<file path="src/timer16_defines.svh">
`ifndef TIMER16_DEFINES_SVH
`define TIMER16_DEFINES_SVH

// device byte locations on the 8-bit processor bus
`define LOC_COUNT_LOW    4'h0
`define LOC_COUNT_HIGH   4'h1
`define LOC_CAPTURE_LOW  4'h2
`define LOC_CAPTURE_HIGH 4'h3
`define LOC_COMPARE_LOW  4'h4
`define LOC_COMPARE_HIGH 4'h5
`define LOC_CONTROL_A    4'h6
`define LOC_CONTROL_B    4'h7
`define LOC_IRQ_MASK     4'h8
`define LOC_IRQ_FLAGS    4'h9

// field positions in timer_control_a / timer_control_b
`define CTLA_WGM_LO   1:0
`define CTLB_TICK_SEL 2:0
`define CTLB_WGM_HI   4:3
`define CTLB_CAP_SRC  5
`define CTLB_CAP_EDGE 6

// bit positions in flag and mask registers
`define IRQ_OVF 0
`define IRQ_CAP 1

// reset values
`define RST_BYTE  8'h00
`define RST_WORD  16'h0000
`define RST_FLAGS 2'h0

// fixed count limits
`define TOP_MAX   16'hffff
`define TOP_8BIT  16'h00ff
`define TOP_9BIT  16'h01ff
`define TOP_10BIT 16'h03ff
`define BOTTOM    16'h0000

// tick source codes and prescaler taps
`define TICK_STOP     3'h0
`define TICK_CLK      3'h1
`define TICK_DIV8     3'h2
`define TICK_DIV64    3'h3
`define TICK_DIV256   3'h4
`define TICK_DIV1024  3'h5
`define TICK_EXT_FALL 3'h6
`define TICK_EXT_RISE 3'h7
`define PRESC_W       10

// wishbone word map of the controller
`define WB_COUNT   3'h0
`define WB_CAPTURE 3'h1
`define WB_COMPARE 3'h2
`define WB_CTLA    3'h3
`define WB_CTLB    3'h4
`define WB_MASK    3'h5
`define WB_FLAGS   3'h6
`define WB_SERVICE 3'h7

`endif

</file>
<file path="src/timer16_pkg.sv">
package timer16_pkg;

  typedef struct packed {
    logic [15:0] cnt;
    logic dir_down;
    logic [7:0] temp;
    logic [15:0] cap;
    logic [15:0] ocra;
    logic [7:0] ctl_a;
    logic [7:0] ctl_b;
    logic [1:0] mask;
    logic [1:0] flags;
    logic [9:0] presc;
    logic cap_s1;
    logic cap_s2;
    logic cap_prev;
    logic ext_s1;
    logic ext_s2;
    logic ext_prev;
    logic [7:0] rdata;
  } dev_state_s;

  typedef enum logic [2:0] {
    ST_IDLE = 3'b000,
    ST_OP1  = 3'b001,
    ST_OP2  = 3'b010,
    ST_GET  = 3'b011,
    ST_ACK  = 3'b100
  } host_state_e;

  typedef struct packed {
    host_state_e st;
    logic [3:0] adr;
    logic [7:0] wd;
    logic wr;
    logic rd;
    logic ack_ovf;
    logic ack_cap;
    logic [15:0] data;
    logic wide;
    logic is_read;
    logic [3:0] hi_adr;
    logic [7:0] wlow;
  } host_state_s;

endpackage

</file>
<file path="src/timer16_if.sv">
`timescale 1ns/1ns
`default_nettype none

interface timer16_if;
  // byte-wide processor bus
  logic [3:0] addr;
  logic [7:0] wdata;
  logic [7:0] rdata;
  logic wr;
  logic rd;
  // interrupt requests and service acknowledges
  logic irq_ovf;
  logic irq_cap;
  logic ack_ovf;
  logic ack_cap;

  modport dev (
    input addr, wdata, wr, rd, ack_ovf, ack_cap,
    output rdata, irq_ovf, irq_cap
  );
  modport host (
    output addr, wdata, wr, rd, ack_ovf, ack_cap,
    input rdata, irq_ovf, irq_cap
  );
endinterface

`default_nettype wire

</file>
<file path="src/timer16_device.sv">
// Notes on behaviour
// - counter seen as low and high bytes
// - high-byte location touches only shared latch
// - low-byte read copies counter high into latch
// - low-byte write loads latch and byte together
// - each tick clears, increments or decrements
// - three-bit tick source select, zero stops
// - counter accessible with tick stopped
// - processor write beats counting in same cycle
// - four-bit waveform mode split over A and B
// - overflow flag per mode, can interrupt
// - top and bottom indications for other logic
// - capture on selected edge of pin/comparator
// - capture copies counter and sets flag together
// - capture enable bit gates capture interrupt
// - capture flag cleared by service or one
// - capture low read first, high from latch
// - capture writable only in capture-top modes
// - software writes high byte before low byte
// - main code masks interrupts around two bytes
// - latch keeps value after low-byte write
// - one latch shared by all wide registers
// - compare value bytes read directly
`timescale 1ns/1ns
`default_nettype none
`include "timer16_defines.svh"

module timer16_device
  import timer16_pkg::*;
(
  // clock, reset, enable
  input wire logic clk_i,
  input wire logic rst_i,
  input wire logic ce_i,
  // processor side
  timer16_if.dev bus,
  // pins from outside the clock domain
  input wire logic capture_pin_i,
  input wire logic comparator_output_i,
  input wire logic ext_tick_i,
  // indications for other timer functions
  output logic top_o,
  output logic bottom_o
);

  // count limit of the selected waveform mode
  function automatic logic [15:0] mode_top(input logic [3:0] m,
    input logic [15:0] icr, input logic [15:0] ocr);
    case (m)
      4'h1, 4'h5: mode_top = `TOP_8BIT;
      4'h2, 4'h6: mode_top = `TOP_9BIT;
      4'h3, 4'h7: mode_top = `TOP_10BIT;
      4'h4, 4'h9, 4'hb, 4'hf: mode_top = ocr;
      4'h8, 4'ha, 4'hc, 4'he: mode_top = icr;
      default: mode_top = `TOP_MAX;
    endcase
  endfunction

  // dual-slope modes count up to top and back to bottom
  function automatic logic mode_updown(input logic [3:0] m);
    case (m)
      4'h1, 4'h2, 4'h3, 4'h8, 4'h9, 4'ha, 4'hb: mode_updown = 1'b1;
      default: mode_updown = 1'b0;
    endcase
  endfunction

  // modes in which the capture register is the count limit
  function automatic logic mode_icr_top(input logic [3:0] m);
    case (m)
      4'h8, 4'ha, 4'hc, 4'he: mode_icr_top = 1'b1;
      default: mode_icr_top = 1'b0;
    endcase
  endfunction

  dev_state_s s_reg;
  dev_state_s s_next;
  logic [3:0] mode;
  logic [2:0] tsel;
  logic [15:0] top;
  logic ctc;
  logic tick;
  logic cap_edge;
  logic rd_op;
  logic wr_op;
  logic [1:0] set_flags;
  logic [1:0] clr_flags;

  // mode and tick decode
  assign mode = {s_reg.ctl_b[`CTLB_WGM_HI], s_reg.ctl_a[`CTLA_WGM_LO]};
  assign tsel = s_reg.ctl_b[`CTLB_TICK_SEL];
  assign top = mode_top(mode, s_reg.cap, s_reg.ocra);
  assign ctc = (mode == 4'h4) || (mode == 4'hc);
  assign rd_op = bus.rd && ce_i;
  assign wr_op = bus.wr && ce_i;

  // tick select; zero stops the counter entirely
  always_comb
  begin
    case (tsel)
      `TICK_CLK: tick = 1'b1;
      `TICK_DIV8: tick = (s_reg.presc[2:0] == 3'h0);
      `TICK_DIV64: tick = (s_reg.presc[5:0] == 6'h00);
      `TICK_DIV256: tick = (s_reg.presc[7:0] == 8'h00);
      `TICK_DIV1024: tick = (s_reg.presc == 10'h000);
      `TICK_EXT_FALL: tick = s_reg.ext_prev && !s_reg.ext_s2;
      `TICK_EXT_RISE: tick = !s_reg.ext_prev && s_reg.ext_s2;
      default: tick = 1'b0;
    endcase
  end

  // edge detector after the synchroniser; off in capture-top modes
  assign cap_edge = !mode_icr_top(mode) &&
    (s_reg.ctl_b[`CTLB_CAP_EDGE] ? (!s_reg.cap_prev && s_reg.cap_s2)
                                 : (s_reg.cap_prev && !s_reg.cap_s2));

  // next-state logic: counting, capture, then processor access on top
  always_comb
  begin
    s_next = s_reg;
    set_flags = 2'h0;
    clr_flags = 2'h0;
    // prescaler free-runs while any source is selected
    s_next.presc = (tsel == `TICK_STOP) ? 10'h000 : s_reg.presc + 10'h001;
    // source mux ahead of a two-stage synchroniser
    s_next.cap_s1 = s_reg.ctl_b[`CTLB_CAP_SRC] ? comparator_output_i
                                              : capture_pin_i;
    s_next.cap_s2 = s_reg.cap_s1;
    s_next.cap_prev = s_reg.cap_s2;
    s_next.ext_s1 = ext_tick_i;
    s_next.ext_s2 = s_reg.ext_s1;
    s_next.ext_prev = s_reg.ext_s2;
    // counting sequence
    if (tick)
    begin
      if (mode_updown(mode))
      begin
        if (!s_reg.dir_down && s_reg.cnt >= top)
        begin
          s_next.dir_down = 1'b1;
          s_next.cnt = s_reg.cnt - 16'h0001;
        end
        else if (s_reg.dir_down && s_reg.cnt == `BOTTOM)
        begin
          s_next.dir_down = 1'b0;
          s_next.cnt = s_reg.cnt + 16'h0001;
        end
        else if (s_reg.dir_down)
        begin
          s_next.cnt = s_reg.cnt - 16'h0001;
          set_flags[`IRQ_OVF] = (s_reg.cnt == 16'h0001);
        end
        else
          s_next.cnt = s_reg.cnt + 16'h0001;
      end
      else
      begin
        s_next.dir_down = 1'b0;
        // ctc clears at top but still flags overflow at max
        s_next.cnt = (s_reg.cnt == top) ? `BOTTOM : s_reg.cnt + 16'h0001;
        set_flags[`IRQ_OVF] = ctc ? (s_reg.cnt == `TOP_MAX)
                                  : (s_reg.cnt == top);
      end
    end
    // capture stamps the counter and raises its flag together
    if (cap_edge)
    begin
      s_next.cap = s_reg.cnt;
      set_flags[`IRQ_CAP] = 1'b1;
    end
    // processor reads: data registered, latch updated at same edge
    if (rd_op)
    begin
      case (bus.addr)
        `LOC_COUNT_LOW:
        begin
          s_next.rdata = s_reg.cnt[7:0];
          s_next.temp = s_reg.cnt[15:8];
        end
        `LOC_CAPTURE_LOW:
        begin
          s_next.rdata = s_reg.cap[7:0];
          s_next.temp = s_reg.cap[15:8];
        end
        `LOC_COUNT_HIGH, `LOC_CAPTURE_HIGH: s_next.rdata = s_reg.temp;
        `LOC_COMPARE_LOW: s_next.rdata = s_reg.ocra[7:0];
        `LOC_COMPARE_HIGH: s_next.rdata = s_reg.ocra[15:8];
        `LOC_CONTROL_A: s_next.rdata = s_reg.ctl_a;
        `LOC_CONTROL_B: s_next.rdata = s_reg.ctl_b;
        `LOC_IRQ_MASK: s_next.rdata = {6'h00, s_reg.mask};
        `LOC_IRQ_FLAGS: s_next.rdata = {6'h00, s_reg.flags};
        default: s_next.rdata = 8'h00;
      endcase
    end
    // processor writes; a counter write overrides counting
    if (wr_op)
    begin
      case (bus.addr)
        `LOC_COUNT_HIGH, `LOC_CAPTURE_HIGH, `LOC_COMPARE_HIGH:
          s_next.temp = bus.wdata;
        `LOC_COUNT_LOW:
          s_next.cnt = {s_reg.temp, bus.wdata};
        `LOC_CAPTURE_LOW:
          if (mode_icr_top(mode))
            s_next.cap = {s_reg.temp, bus.wdata};
        `LOC_COMPARE_LOW: s_next.ocra = {s_reg.temp, bus.wdata};
        `LOC_CONTROL_A: s_next.ctl_a = bus.wdata;
        `LOC_CONTROL_B: s_next.ctl_b = bus.wdata;
        `LOC_IRQ_MASK: s_next.mask = bus.wdata[1:0];
        `LOC_IRQ_FLAGS: clr_flags = bus.wdata[1:0];
        default: ;
      endcase
    end
    // service acknowledge clears too; a new event wins over any clear
    if (ce_i)
    begin
      clr_flags[`IRQ_OVF] = clr_flags[`IRQ_OVF] | bus.ack_ovf;
      clr_flags[`IRQ_CAP] = clr_flags[`IRQ_CAP] | bus.ack_cap;
    end
    s_next.flags = (s_reg.flags & ~clr_flags) | set_flags;
  end

  // single state register; enable freezes everything
  always_ff @(posedge clk_i)
  begin
    if (rst_i)
    begin
      s_reg <= '0;
    end
    else if (ce_i)
    begin
      s_reg <= s_next;
    end
  end

  // outputs
  assign bus.rdata = s_reg.rdata;
  assign bus.irq_ovf = s_reg.flags[`IRQ_OVF] && s_reg.mask[`IRQ_OVF];
  assign bus.irq_cap = s_reg.flags[`IRQ_CAP] && s_reg.mask[`IRQ_CAP];
  assign top_o = (s_reg.cnt == top);
  assign bottom_o = (s_reg.cnt == `BOTTOM);

endmodule

`default_nettype wire

</file>
<file path="src/flat_wrapper.sv">
// flat-port wrapper written by rule: the top's interface ports become plain ports
module timer16_device_flat import timer16_pkg::*;
  (clk_i, rst_i, ce_i, capture_pin_i, comparator_output_i, ext_tick_i, top_o, bottom_o, bus_addr, bus_wdata, bus_wr, bus_rd, bus_ack_ovf, bus_ack_cap, bus_rdata, bus_irq_ovf, bus_irq_cap);
  timer16_if bus_i ();
  input wire logic clk_i;
  input wire logic rst_i;
  input wire logic ce_i;
  input wire logic capture_pin_i;
  input wire logic comparator_output_i;
  input wire logic ext_tick_i;
  output logic top_o;
  output logic bottom_o;
  input wire logic [$bits(bus_i.addr)-1:0] bus_addr;
  input wire logic [$bits(bus_i.wdata)-1:0] bus_wdata;
  input wire logic [$bits(bus_i.wr)-1:0] bus_wr;
  input wire logic [$bits(bus_i.rd)-1:0] bus_rd;
  input wire logic [$bits(bus_i.ack_ovf)-1:0] bus_ack_ovf;
  input wire logic [$bits(bus_i.ack_cap)-1:0] bus_ack_cap;
  output wire logic [$bits(bus_i.rdata)-1:0] bus_rdata;
  output wire logic [$bits(bus_i.irq_ovf)-1:0] bus_irq_ovf;
  output wire logic [$bits(bus_i.irq_cap)-1:0] bus_irq_cap;
  assign bus_i.addr = bus_addr;
  assign bus_i.wdata = bus_wdata;
  assign bus_i.wr = bus_wr;
  assign bus_i.rd = bus_rd;
  assign bus_i.ack_ovf = bus_ack_ovf;
  assign bus_i.ack_cap = bus_ack_cap;
  assign bus_rdata = bus_i.rdata;
  assign bus_irq_ovf = bus_i.irq_ovf;
  assign bus_irq_cap = bus_i.irq_cap;
  timer16_device u_core (.clk_i(clk_i), .rst_i(rst_i), .ce_i(ce_i), .bus(bus_i), .capture_pin_i(capture_pin_i), .comparator_output_i(comparator_output_i), .ext_tick_i(ext_tick_i), .top_o(top_o), .bottom_o(bottom_o));
endmodule
</file>
<file path="config.mk">
export PLATFORM = sky130hd
export DESIGN_NAME = timer16_device_flat
export DESIGN_NICKNAME = d
export VERILOG_FILES = /design/src/timer16_pkg.sv /design/src/timer16_if.sv /design/src/timer16_device.sv /design/src/flat_wrapper.sv
export VERILOG_INCLUDE_DIRS = /design/src
export SDC_FILE = /design/constraint.sdc
export NUM_CORES = 1
export LEC_CHECK = 0
export BUFFER_PORTS_ARGS = -buffer_cell sky130_fd_sc_hd__buf_4
export CORE_ASPECT_RATIO = 1.4
export CORE_MARGIN = 4
export CORE_UTILIZATION = 40
export CTS_CLUSTER_SIZE = 30
export DETAILED_ROUTE_END_ITERATION = 12
export PLACE_DENSITY_LB_ADDON = 0.2
export SLEW_MARGIN = 5
export SYNTH_ARGS = -nofsm -noshare
export SYNTH_HDL_FRONTEND = slang
export SYNTH_SLANG_ARGS = --single-unit
</file>
<file path="constraint.sdc">
create_clock -name clk_i -period 6.7 [get_ports clk_i]
set_input_delay 0 -clock clk_i [delete_from_list [all_inputs] [get_ports clk_i]]
set_output_delay 0 -clock clk_i [all_outputs]
set_load 0.05 [all_outputs]
</file>
==> flow_summary.yaml, run 1 <==
run:
  max_cap_viol_count: 0
sta:
  rsz0062_at_grt: "false"
  max_freq_ghz: 0.256
  tightest_slew_ns: 1.11
  fin_crit_ns: 3.91
  fin_skew_ns: 0.00789
  slew_headroom_pct: 25.3
  slew_violations: 0
  setup_ws_ns: 2.79
  setup_tns_ns: 0
  finalSetupViolCount: 0
  final.period_utilization_pct: 58.3
  hold_viol_final: 0
status:
  status: "complete, no violations"
route:
  wl_per_cell_um: 21.2
  finalWirelength_um: 21800
  viasPerCell: 6.15
  drc: 0
  ant_nets: 0
  drtIter0Drc: 690
  num_vias: 6326
  first_pass_iters: 6
die:
  initial_core_util_pct: 40.7
  fp.dieH_um: 159
  core_area_sq_mm: 0.0161
  num_rows: 55
  die-area_sq_mm: 0.0185
  ioPinCount: 34
  die_w_um: 116
worst_setup_path:
  regToRegSetupSlack_ns: 2.79
  slowest_stage: "dfxtp_1"
  critical_path_class: "flop to flop"
  endpoint_kind: "flop"
  slowest_delay_ns: 0.75
  path_cells: "nor3_1 -> a21oi_1 -> o22ai_1 -> ha_1 -> nor2b_1 -> o211ai_1 -> a21oi_2 -> nor4_2 -> nor2_4 -> a2111oi_4 -> a31oi_1 -> o31a_1"
  reg2reg_from: "u_core.mode[0]$_SDFFE_PP0P_"
  cp-start-kind: "flop"
  critPathArrivalTime_ns: 4.15
  required_ns: 6.94
  critPathLaunch: "u_core.mode[0]$_SDFFE_PP0P_"
  cp_max_fo: 21
grt:
  antenna_found_initial: 0
  grt_max_degree: 90
  grt_pass1_vias: 5959
  overflow: 0
  grt_pass1_wl_um: 33700
  grtUsageTotal_pct: 23.3
logic_synthesis:
  synth_edf_count: 0
  postSynthCellCount: 831
  syn_avg_cell_area_sq_um: 7.89
  ys_seq_area_share_pct: 30.9
  netlist_area_sq_mm: 0.00655
  syn_nets: 874
  yosysWarnings: 0
  ys_types: 84
  ys_seq_elements: 101
  synth_ff_type: "dfxtp_1"
  async_flop_share_pct: 0
place:
  dp_hpwl_um: 15800
  place_congestion: 0.925
  portBuffers: 33
  dpl_worst_slack_ns: 2.80
power_and_ir_drop:
  p_switching_w: 0.000345
  p_int_w: 0.000912
  p_seq_share_pct: 49.0
  power_w: 0.00126
  worst_ir_drop_vdd_mv: 0.171
  clkPwrFrac_pct: 41.3
  p_leak_nw: 2.61
  pwr_density_cell_mw_per_mm2: 177
  netSwitchingFraction_pct: 27.4
  power_frac_comb_pct: 9.7
min_path:
  hp-class: "input pin to flop"
  hold_start: "ce_i"
layout:
  drive_gt1_share_pct: 10.5
  fillers: 1636
  antenna_cells: 0
  final_util_pct: 44.1
  syn_to_final_growth_pct: 8.50
  largest_register_ffs: 85
  nNetsFinal: 868
clock_network:
  clock_path_buffers: 2
  clk_latency_ns: 0.35
  htreeDepth: 3
  post-cts-setup-buffers: 0
  cts_tree: "yes"
  clk_pin_slew_worst_paths_ns: 0.08
  cts_buffers: 9
  cts_root_buf: "clkbuf_16"
  clock_sinks: 101
[power groups by stage]
| stage | clock (W) | combinational (W) | sequential, W |
|---|---|---|---|
| 2_1_floorplan | 0 | 0.0000789 | 0.000623 |
| 3_3_place_gp | 0 | 0.000115 | 0.000630 |
| 3_5_place_dp | 0 | 0.000114 | 0.000630 |
| 4_1_cts | 0.000525 | 0.000120 | 0.000616 |
| 5_1_grt | 0.000549 | 0.000131 | 0.000617 |
| 6_report | 0.000519 | 0.000122 | 0.000616 |
[layer usage]
layer  global-route usage, %  vias to the layer above  share of wire [%]
met5                       0                        -                  0
met4                    11.9                        0                5.5
met3                    3.23                       74                5.5
met2                    39.3                      261                 48
met1                    28.5                     2960                 41
li1                        -                     3031                  -
[stage by stage]
| step | hold slack (ns) | area, sq um | std cells |
|---|---|---|---|
| floorplan | 0.136 | 6550 | 831 |
| global placement | 0.234 | 6700 | 1000 |
| detailed placement | 0.249 | 6700 | 1000 |
| CTS | 0.134 | 7110 | 1028 |
| global route | 0.163 | 7110 | 1028 |
| finish | 0.138 | 7110 | 1028 |
[cell type report]
class / count / area [sq um] / area share (%)
Clock buffer: 10 / 239 / 3.36
Tap cell: 199 / 249 / 3.50
Multi-Input combinational cell: 646 / 4080 / 57.3
Timing Repair Buffer: 52 / 423 / 5.95
Sequential cell: 101 / 2020 / 28.4
Clock inverter: 5 / 43.8 / 0.616
Inverter: 15 / 56.3 / 0.792
[cell families after synthesis]
group	count (synthesis)	synth area share (%)
AOI/OAI and AO/OA	224	22.9
xor gates and xnor gates	13	1.74
adders and majority gates	21	4.01
buffers and inverters	84	7.03
DFF	101	30.9
muxes	61	9.38
and+or+nand+nor	327	24.1
[synthesized netlist by cell type, types with 4 or more instances]
| cell | count | area share [%] |
|---|---|---|
| a211oi_1 | 27 | 3.1 |
| a22oi_1 | 4 | 0.46 |
| nand3_1 | 10 | 0.76 |
| xnor2_1 | 4 | 0.53 |
| nand2b_1 | 6 | 0.57 |
| buf_2 | 9 | 0.69 |
| nor4_1 | 8 | 0.76 |
| ha_1 | 21 | 4.0 |
| o21ai_0 | 25 | 1.9 |
| clkbuf_1 | 37 | 2.1 |
| nand4_1 | 16 | 1.5 |
| a311oi_1 | 4 | 0.53 |
| mux2i_1 | 58 | 8.9 |
| xor2_1 | 9 | 1.2 |
| inv_1 | 13 | 0.74 |
| a22o_1 | 4 | 0.53 |
| clkbuf_8 | 7 | 1.5 |
| nor3_1 | 18 | 1.4 |
| nand2_1 | 84 | 4.8 |
| or3_1 | 6 | 0.57 |
| a31oi_1 | 19 | 1.8 |
| o22ai_1 | 17 | 1.6 |
| buf_4 | 9 | 1.0 |
| dfxtp_1 | 101 | 31 |
| o221ai_1 | 7 | 0.94 |
| a32oi_1 | 4 | 0.53 |
| a21oi_1 | 73 | 5.6 |
| nor2_1 | 131 | 7.5 |
| a221oi_1 | 10 | 1.3 |
| buf_6 | 4 | 0.69 |
| and2_1 | 7 | 0.67 |
[timing repair]
item                                    CTS  global route
endpoints found under the setup margin    0             0
hold buffers                             13             0
endpoints found under the hold margin    29             0
gates resized for setup                   0             0
[critical path: cells and delay by family, from the launching register on]
| family | cells | cell delay (ns) |
|---|---|---|
| flip-flops | 1 | 0.75 |
| AO/OA/AOI/OAI | 7 | 1.70 |
| adder cells (fa/ha/maj) | 1 | 0.32 |
| AND/OR/NAND/NOR | 4 | 1.03 |
[final timing paths]
path | to | depth (start not counted)
worst min-delay path | u_core.s_next[12]$_SDFFE_PP0P_ | 3
worst min register to register | u_core.s_next[12]$_SDFFE_PP0P_ | 2
worst max register to register | u_core.s_reg[92]$_SDFFE_PP0P_ | 12
worst max-delay path | u_core.s_reg[92]$_SDFFE_PP0P_ | 12
[cell usage in the layout (no fill, tap or decap), types with 9 or more instances in the layout]
master and instances:
nand4_1 16, nor2_1 131, dfxtp_1 101, nand2_1 84, a21oi_1 73, nand3_1 10
o21ai_0 25, nor3_1 18, xor2_1 9, dlygate4sd3_1 13, a211oi_1 27, o22ai_1 17
ha_1 21, buf_4 39, a221oi_1 10, inv_1 13, a31oi_1 19, mux2i_1 58
clkbuf_16 9
No activity file was read; power rests on OpenSTA's default activity.
==> run 2, diff against run 1 <==
==> constraint.sdc (replaced) <==
create_clock -name clk_i -period 3.5 [get_ports clk_i]
set_input_delay 0 -clock clk_i [delete_from_list [all_inputs] [get_ports clk_i]]
set_output_delay 0 -clock clk_i [all_outputs]
set_load 0.05 [all_outputs]
==> run 2 against run 1 <==
Effect of this change: setup slack got worse by 2.6 ns; die area did not move; count of clock-buffer cells in the layout did not move; clock power rose by 87%; sequential cell count did not move; critical path depth fell by 1; final cell count rose by 3.2%; register-to-register slack got worse by 2.6 ns; combinational power rose by 100%; sequential power rose by 90%; first-iteration DRC count rose by 3.8%.
==> flow_summary.yaml, run 2 (synthesis results as in run 1) <==
layout:
  final_cell_mix: "nor2_1 (129), dfxtp_1 (97), nand2_1 (83)"
  nNetsFinal: 901
  antenna_cells: 0
  largest_register_ffs: 85
  final_area_sq_mm: 0.00739
  fin_cells: 1061
  fillers: 1638
  final_common_cell: "nor2_1"
  drive_gt1_share_pct: 15.3
  final_util_pct: 45.9
  syn_to_final_growth_pct: 12.8
clock_network:
  clk_pin_slew_worst_paths_ns: 0.07
  cts_tree: "yes"
  clock_sinks: 101
  cts_root_buf: "clkbuf_16"
  htreeDepth: 3
  clock_path_buffers: 2
  clk_latency_ns: 0.35
  cts_buffers: 9
grt:
  grtUsageTotal_pct: 24.4
  grt_max_degree: 89
  overflow: 0
  grt_pass1_vias: 6183
  grt_pass1_wl_um: 35400
  antenna_found_initial: 0
worst_setup_path:
  regToRegSetupSlack_ns: 0.19
  r2r_end: "u_core.s_reg[87]$_SDFFE_PP0P_"
  slowest_stage: "or4_4"
  critPathLaunch: "u_core.mode[3]$_SDFFE_PP0P_"
  cp-start-kind: "flop"
  reg2reg_from: "u_core.mode[3]$_SDFFE_PP0P_"
  slowest_delay_ns: 0.65
  endpoint_kind: "flop"
  crit_buf_inv: 0
  cp_top_family: "simple AND/OR/NAND/NOR gates"
  required_ns: 3.77
  reg2regPathDepth: 11
  cp_max_fo: 14
  critPathArrivalTime_ns: 3.58
  critical_path_class: "flop to flop"
  path_cells: "nor3_1 -> a21o_1 -> a211oi_1 -> ha_1 -> a21oi_1 -> o21ai_0 -> or4_4 -> nand2_1 -> mux2_2 -> nand4bb_1 -> o211ai_1"
sta:
  max_freq_ghz: 0.302
  final.period_utilization_pct: 94.7
  rsz0062_at_grt: "false"
  setup_tns_ns: 0
  slew_violations: 0
  tightest_slew_ns: 1.02
  fin_skew_ns: 0.00681
  finalSetupViolCount: 0
  fin_crit_ns: 3.31
  hold_viol_final: 0
  slew_headroom_pct: 31.4
place:
  place_area_sq_mm: 0.00695
  place_congestion: 0.962
  dp_hpwl_um: 16800
  dp.cells: 1034
  portBuffers: 33
route:
  wl_per_cell_um: 21.3
  drc: 0
  num_vias: 6485
  finalWirelength_um: 22600
  drtIter0Drc: 716
  ant_nets: 0
  viasPerCell: 6.11
  first_pass_iters: 6
min_path:
  holdPathStages: 3
  hp-class: "input pin to flop"
  hold_start: "capture_pin_i"
  hold_path_end: "u_core.s_next[12]$_SDFFE_PP0P_"
die:
  core_area_sq_mm: 0.0161
  die-area_sq_mm: 0.0185
  ioPinCount: 34
  num_rows: 55
  die_w_um: 116
  fp.dieH_um: 159
  initial_core_util_pct: 40.7
status:
  status: "complete, no violations"
power_and_ir_drop:
  power_w: 0.00239
  pwr_density_cell_mw_per_mm2: 324
  p_leak_nw: 2.78
  worst_ir_drop_vdd_mv: 0.253
run:
  max_cap_viol_count: 0
-- run 2: cell types whose count changed in the layout (fill, tap and decap cells not counted), sizes merged --
cell / previous run / this run
buf: 39 / 73
clkinvlp: 2 / 1
dlygate4sd3: 13 / 12
inv: 16 / 17
-- run 2: tightest hold or removal path: cells and delay by family --
| kind | cells | cell delay, ns |
|---|---|---|
| compound gates | 1 | 0.09 |
| buf+inv | 1 | 0.11 |
| mux | 1 | 0.11 |
-- run 2: per-layer routing --
layer	global-route usage, %	up-vias	routed length [um]
met4	12.3	0	1220
met3	2.78	76	1120
met2	41.0	257	11100
met5	0	-	0
met1	30.2	3065	9110
li1	-	3087	-
-- run 2: cell type report --
class                      instances  area [sq um]  area share [%]
inverter                          15          56.3           0.762
clock buffer                      10           229            3.10
clock inverter                     5          45.0           0.609
tap                              199           249            3.37
sequential                       101          2030            27.4
timing repair buffer              85           672            9.09
multi-input combinational        646          4110            55.7
-- run 2: power by group --
part	leakage, nW	total [W]	switching (W)	internal [W]
combinational	1.83	0.000249	0.000165	0.0000839
sequential	0.817	0.00117	0.0000144	0.00116
clock	0.131	0.000971	0.000480	0.000491
total	2.78	0.00239	0.000659	0.00173
-- run 2: how the worst max path moves through the flow --
stage,to,cells past startpoint
finish,u_core.s_reg[87]$_SDFFE_PP0P_,11
global route,u_core.s_reg[87]$_SDFFE_PP0P_,11
CTS,u_core.s_reg[100]$_SDFFE_PP0P_,14
detailed placement,u_core.s_reg[94]$_SDFFE_PP0P_,13
global placement,u_core.s_reg[94]$_SDFFE_PP0P_,13
floorplan,u_core.s_reg[89]$_SDFFE_PP0P_,14
-- run 2: repair_timing --
action | 4_1_cts | 5_1_grt
buffers inserted | 0 | 0
hold buffers | 12 | 0
hold endpoints to repair | 31 | 0
resized for setup | 1 | 13
cloned | 0 | 0
setup endpoints to repair | 2 | 15
-- run 2: through the flow --
stage          hold slack, ns  worst slack, ns
2_1_floorplan           0.136           0.0946
3_3_place_gp            0.184           0.0338
3_5_place_dp            0.192         -0.00653
4_1_cts               0.00515           0.0353
5_1_grt                0.0257         0.000879
6_report              0.00786            0.186
==> run 3, diff against run 2 <==
--- a/config.mk
+++ b/config.mk
@@ -7,12 +7,12 @@
 export NUM_CORES = 1
 export LEC_CHECK = 0
 export BUFFER_PORTS_ARGS = -buffer_cell sky130_fd_sc_hd__buf_4
-export CORE_ASPECT_RATIO = 1.4
 export CORE_MARGIN = 4
 export CORE_UTILIZATION = 40
 export CTS_CLUSTER_SIZE = 30
 export DETAILED_ROUTE_END_ITERATION = 12
 export PLACE_DENSITY_LB_ADDON = 0.2
+export RECOVER_POWER = 50
 export SLEW_MARGIN = 5
 export SYNTH_ARGS = -nofsm -noshare
 export SYNTH_HDL_FRONTEND = slang
==> run 3 against run 2 <==
Effect of this change: the run now ends with capacitance limit, slew limit left; final area decreased by 0.76%; sequential cell count unchanged; global-route usage increased by 0.94 points; fmax decreased by 1.9%; setup slack got worse by 0.066 ns; routed wire length increased by 3.5%; non-clock buffer count decreased by 1; largest power group unchanged.
==> flow_summary.yaml, run 3 (synthesis results as in run 1) <==
status:
  status: "finished, violations left"
  violations: "capacitance limit, slew limit"
layout:
  final_util_pct: 46.0
  fillers: 1623
  fin_cells: 1078
  largest_register_ffs: 85
  drive_gt1_share_pct: 13.6
  final_common_cell: "nor2_1"
  nNetsFinal: 900
  antenna_cells: 0
  syn_to_final_growth_pct: 12.0
  final_cell_mix: "nor2_1 (129), dfxtp_1 (98), nand2_1 (82)"
die:
  initial_core_util_pct: 41.1
  fp.dieH_um: 136
  die-area_sq_mm: 0.0185
  num_rows: 46
  die_w_um: 136
  ioPinCount: 34
  core_area_sq_mm: 0.0159
place:
  place_congestion: 0.924
  dp.cells: 1052
  portBuffers: 33
  dp_hpwl_um: 16900
worst_setup_path:
  cp_top_family: "simple AND/OR/NAND/NOR gates"
  endpoint_kind: "flop"
  cp-start-kind: "flop"
  path_cells: "nand2b_2 -> nor3_1 -> a21oi_1 -> buf_4 -> o22ai_1 -> ha_1 -> nand4_1 -> or3_1 -> or2_1 -> inv_2 -> nor2_2 -> a31oi_2 -> nor2b_1 -> o311ai_2 -> a311oi_1"
  cp_max_fo: 8
  slowest_stage: "or3_1"
  crit_buf_inv: 2
  required_ns: 3.70
  reg2reg_from: "u_core.mode[1]$_SDFFE_PP0P_"
  critPathLaunch: "u_core.mode[1]$_SDFFE_PP0P_"
  critical_path_class: "flop to flop"
  slowest_delay_ns: 0.42
  critPathArrivalTime_ns: 3.58
route:
  drc: 0
  first_pass_iters: 6
  ant_nets: 0
  drtIter0Drc: 789
  wl_per_cell_um: 21.7
  finalWirelength_um: 23400
  viasPerCell: 6.21
  num_vias: 6691
clock_network:
  clock_path_buffers: 2
  htreeDepth: 3
  cts_tree: "yes"
  cts_root_buf: "clkbuf_16"
  clk_latency_ns: 0.36
  clock_sinks: 101
  cts_buffers: 9
  clk_pin_slew_worst_paths_ns: 0.07
min_path:
  hold_start: "bus_ack_ovf"
  hp-class: "input pin to flop"
power_and_ir_drop:
  power_frac_comb_pct: 10.4
  p_switching_w: 0.000667
  netSwitchingFraction_pct: 27.8
  p_leak_nw: 2.71
  clkPwrFrac_pct: 40.7
  worst_ir_drop_vdd_mv: 0.272
  p_int_w: 0.00173
  pwr_density_cell_mw_per_mm2: 327
  p_seq_share_pct: 48.9
grt:
  antenna_found_initial: 0
  grtUsageTotal_pct: 25.3
  grt_pass1_vias: 6404
  grt_pass1_wl_um: 36100
  overflow: 0
  grt_max_degree: 86
sta:
  finalSetupViolCount: 0
  final.period_utilization_pct: 96.6
  max_freq_ghz: 0.296
  slew_headroom_pct: -31.3
  fin_skew_ns: 0.00528
  hold_viol_final: 0
  fin_crit_ns: 3.38
  tightest_slew_ns: 1.97
  fin_hold_ws_ns: 0.00200
  slew_violations: 41
run:
  max_cap_viol_count: 2
-- run 3: power by group through the flow --
stage | registers (W) | clock network, W | logic [W]
after floorplan | 0.00119 | 0 | 0.000151
after global placement | 0.00120 | 0 | 0.000233
after detailed placement | 0.00120 | 0 | 0.000236
after CTS | 0.00117 | 0.000985 | 0.000246
after global routing | 0.00117 | 0.00103 | 0.000266
final | 0.00117 | 0.000976 | 0.000249
-- run 3: final timing paths --
kind / slack (ns) / end / depth (start not counted)
setup / recovery: 0.12 / u_core.s_reg[89]$_SDFFE_PP0P_ / 15
hold / removal: 0.002 / u_core.s_reg[24]$_SDFFE_PP0P_ / 4
setup reg to reg: 0.12 / u_core.s_reg[89]$_SDFFE_PP0P_ / 15
hold reg to reg: 0.50 / u_core.bus.rdata[3]$_SDFFE_PP0P_ / 2
-- run 3: area by class of cell --
class | count | area [sq um] | share of cell area (%)
Multi-Input combinational cell | 646 | 4110 | 56.0
Sequential cell | 101 | 2030 | 27.6
Timing Repair Buffer | 84 | 599 | 8.17
Tap cell | 216 | 270 | 3.68
Clock buffer | 10 | 229 | 3.12
Inverter | 15 | 56.3 | 0.768
Clock inverter | 6 | 47.5 | 0.648
-- run 3: repair_timing --
| action | 4_1_cts | 5_1_grt |
|---|---|---|
| hold buffers | 10 | 0 |
| setup endpoints to repair | 2 | 15 |
| hold endpoints to repair | 18 | 0 |
| gates resized for setup | 2 | 11 |
| buffers inserted | 0 | 0 |
-- run 3: through the flow --
step / setup WS, ns / TNS (ns) / area (sq um) / power (W)
2_1_floorplan: 0.0946 / 0 / 6550 / 0.00134
3_3_place_gp: 0.0328 / 0 / 6980 / 0.00143
3_5_place_dp: -0.0207 / -0.0385 / 6980 / 0.00143
4_1_cts: 0.00433 / 0 / 7360 / 0.00240
5_1_grt: -0.0469 / -0.0469 / 7340 / 0.00247
6_report: 0.121 / 0 / 7340 / 0.00240
-- run 3: worst register-to-register path: stages, from the launching register on --
cell	delay (ns)
dfxtp_2	0.39
nand2b_2	0.18
nor3_1	0.05
a21oi_1	0.17
buf_4	0.19
o22ai_1	0.09
ha_1	0.32
nand4_1	0.10
or3_1	0.42
or2_1	0.33
inv_2	0.10
nor2_2	0.07
a31oi_2	0.23
nor2b_1	0.09
o311ai_2	0.31
a311oi_1	0.16
-- run 3: routing by layer --
metal  part of all wire, %  routed length (um)  global-route usage, %
met5                     0                   0                      0
met4                   3.6                 835                   9.91
met3                   9.0                2100                   7.29
met1                    42                9860                   33.2
met2                    45               10600                   39.5
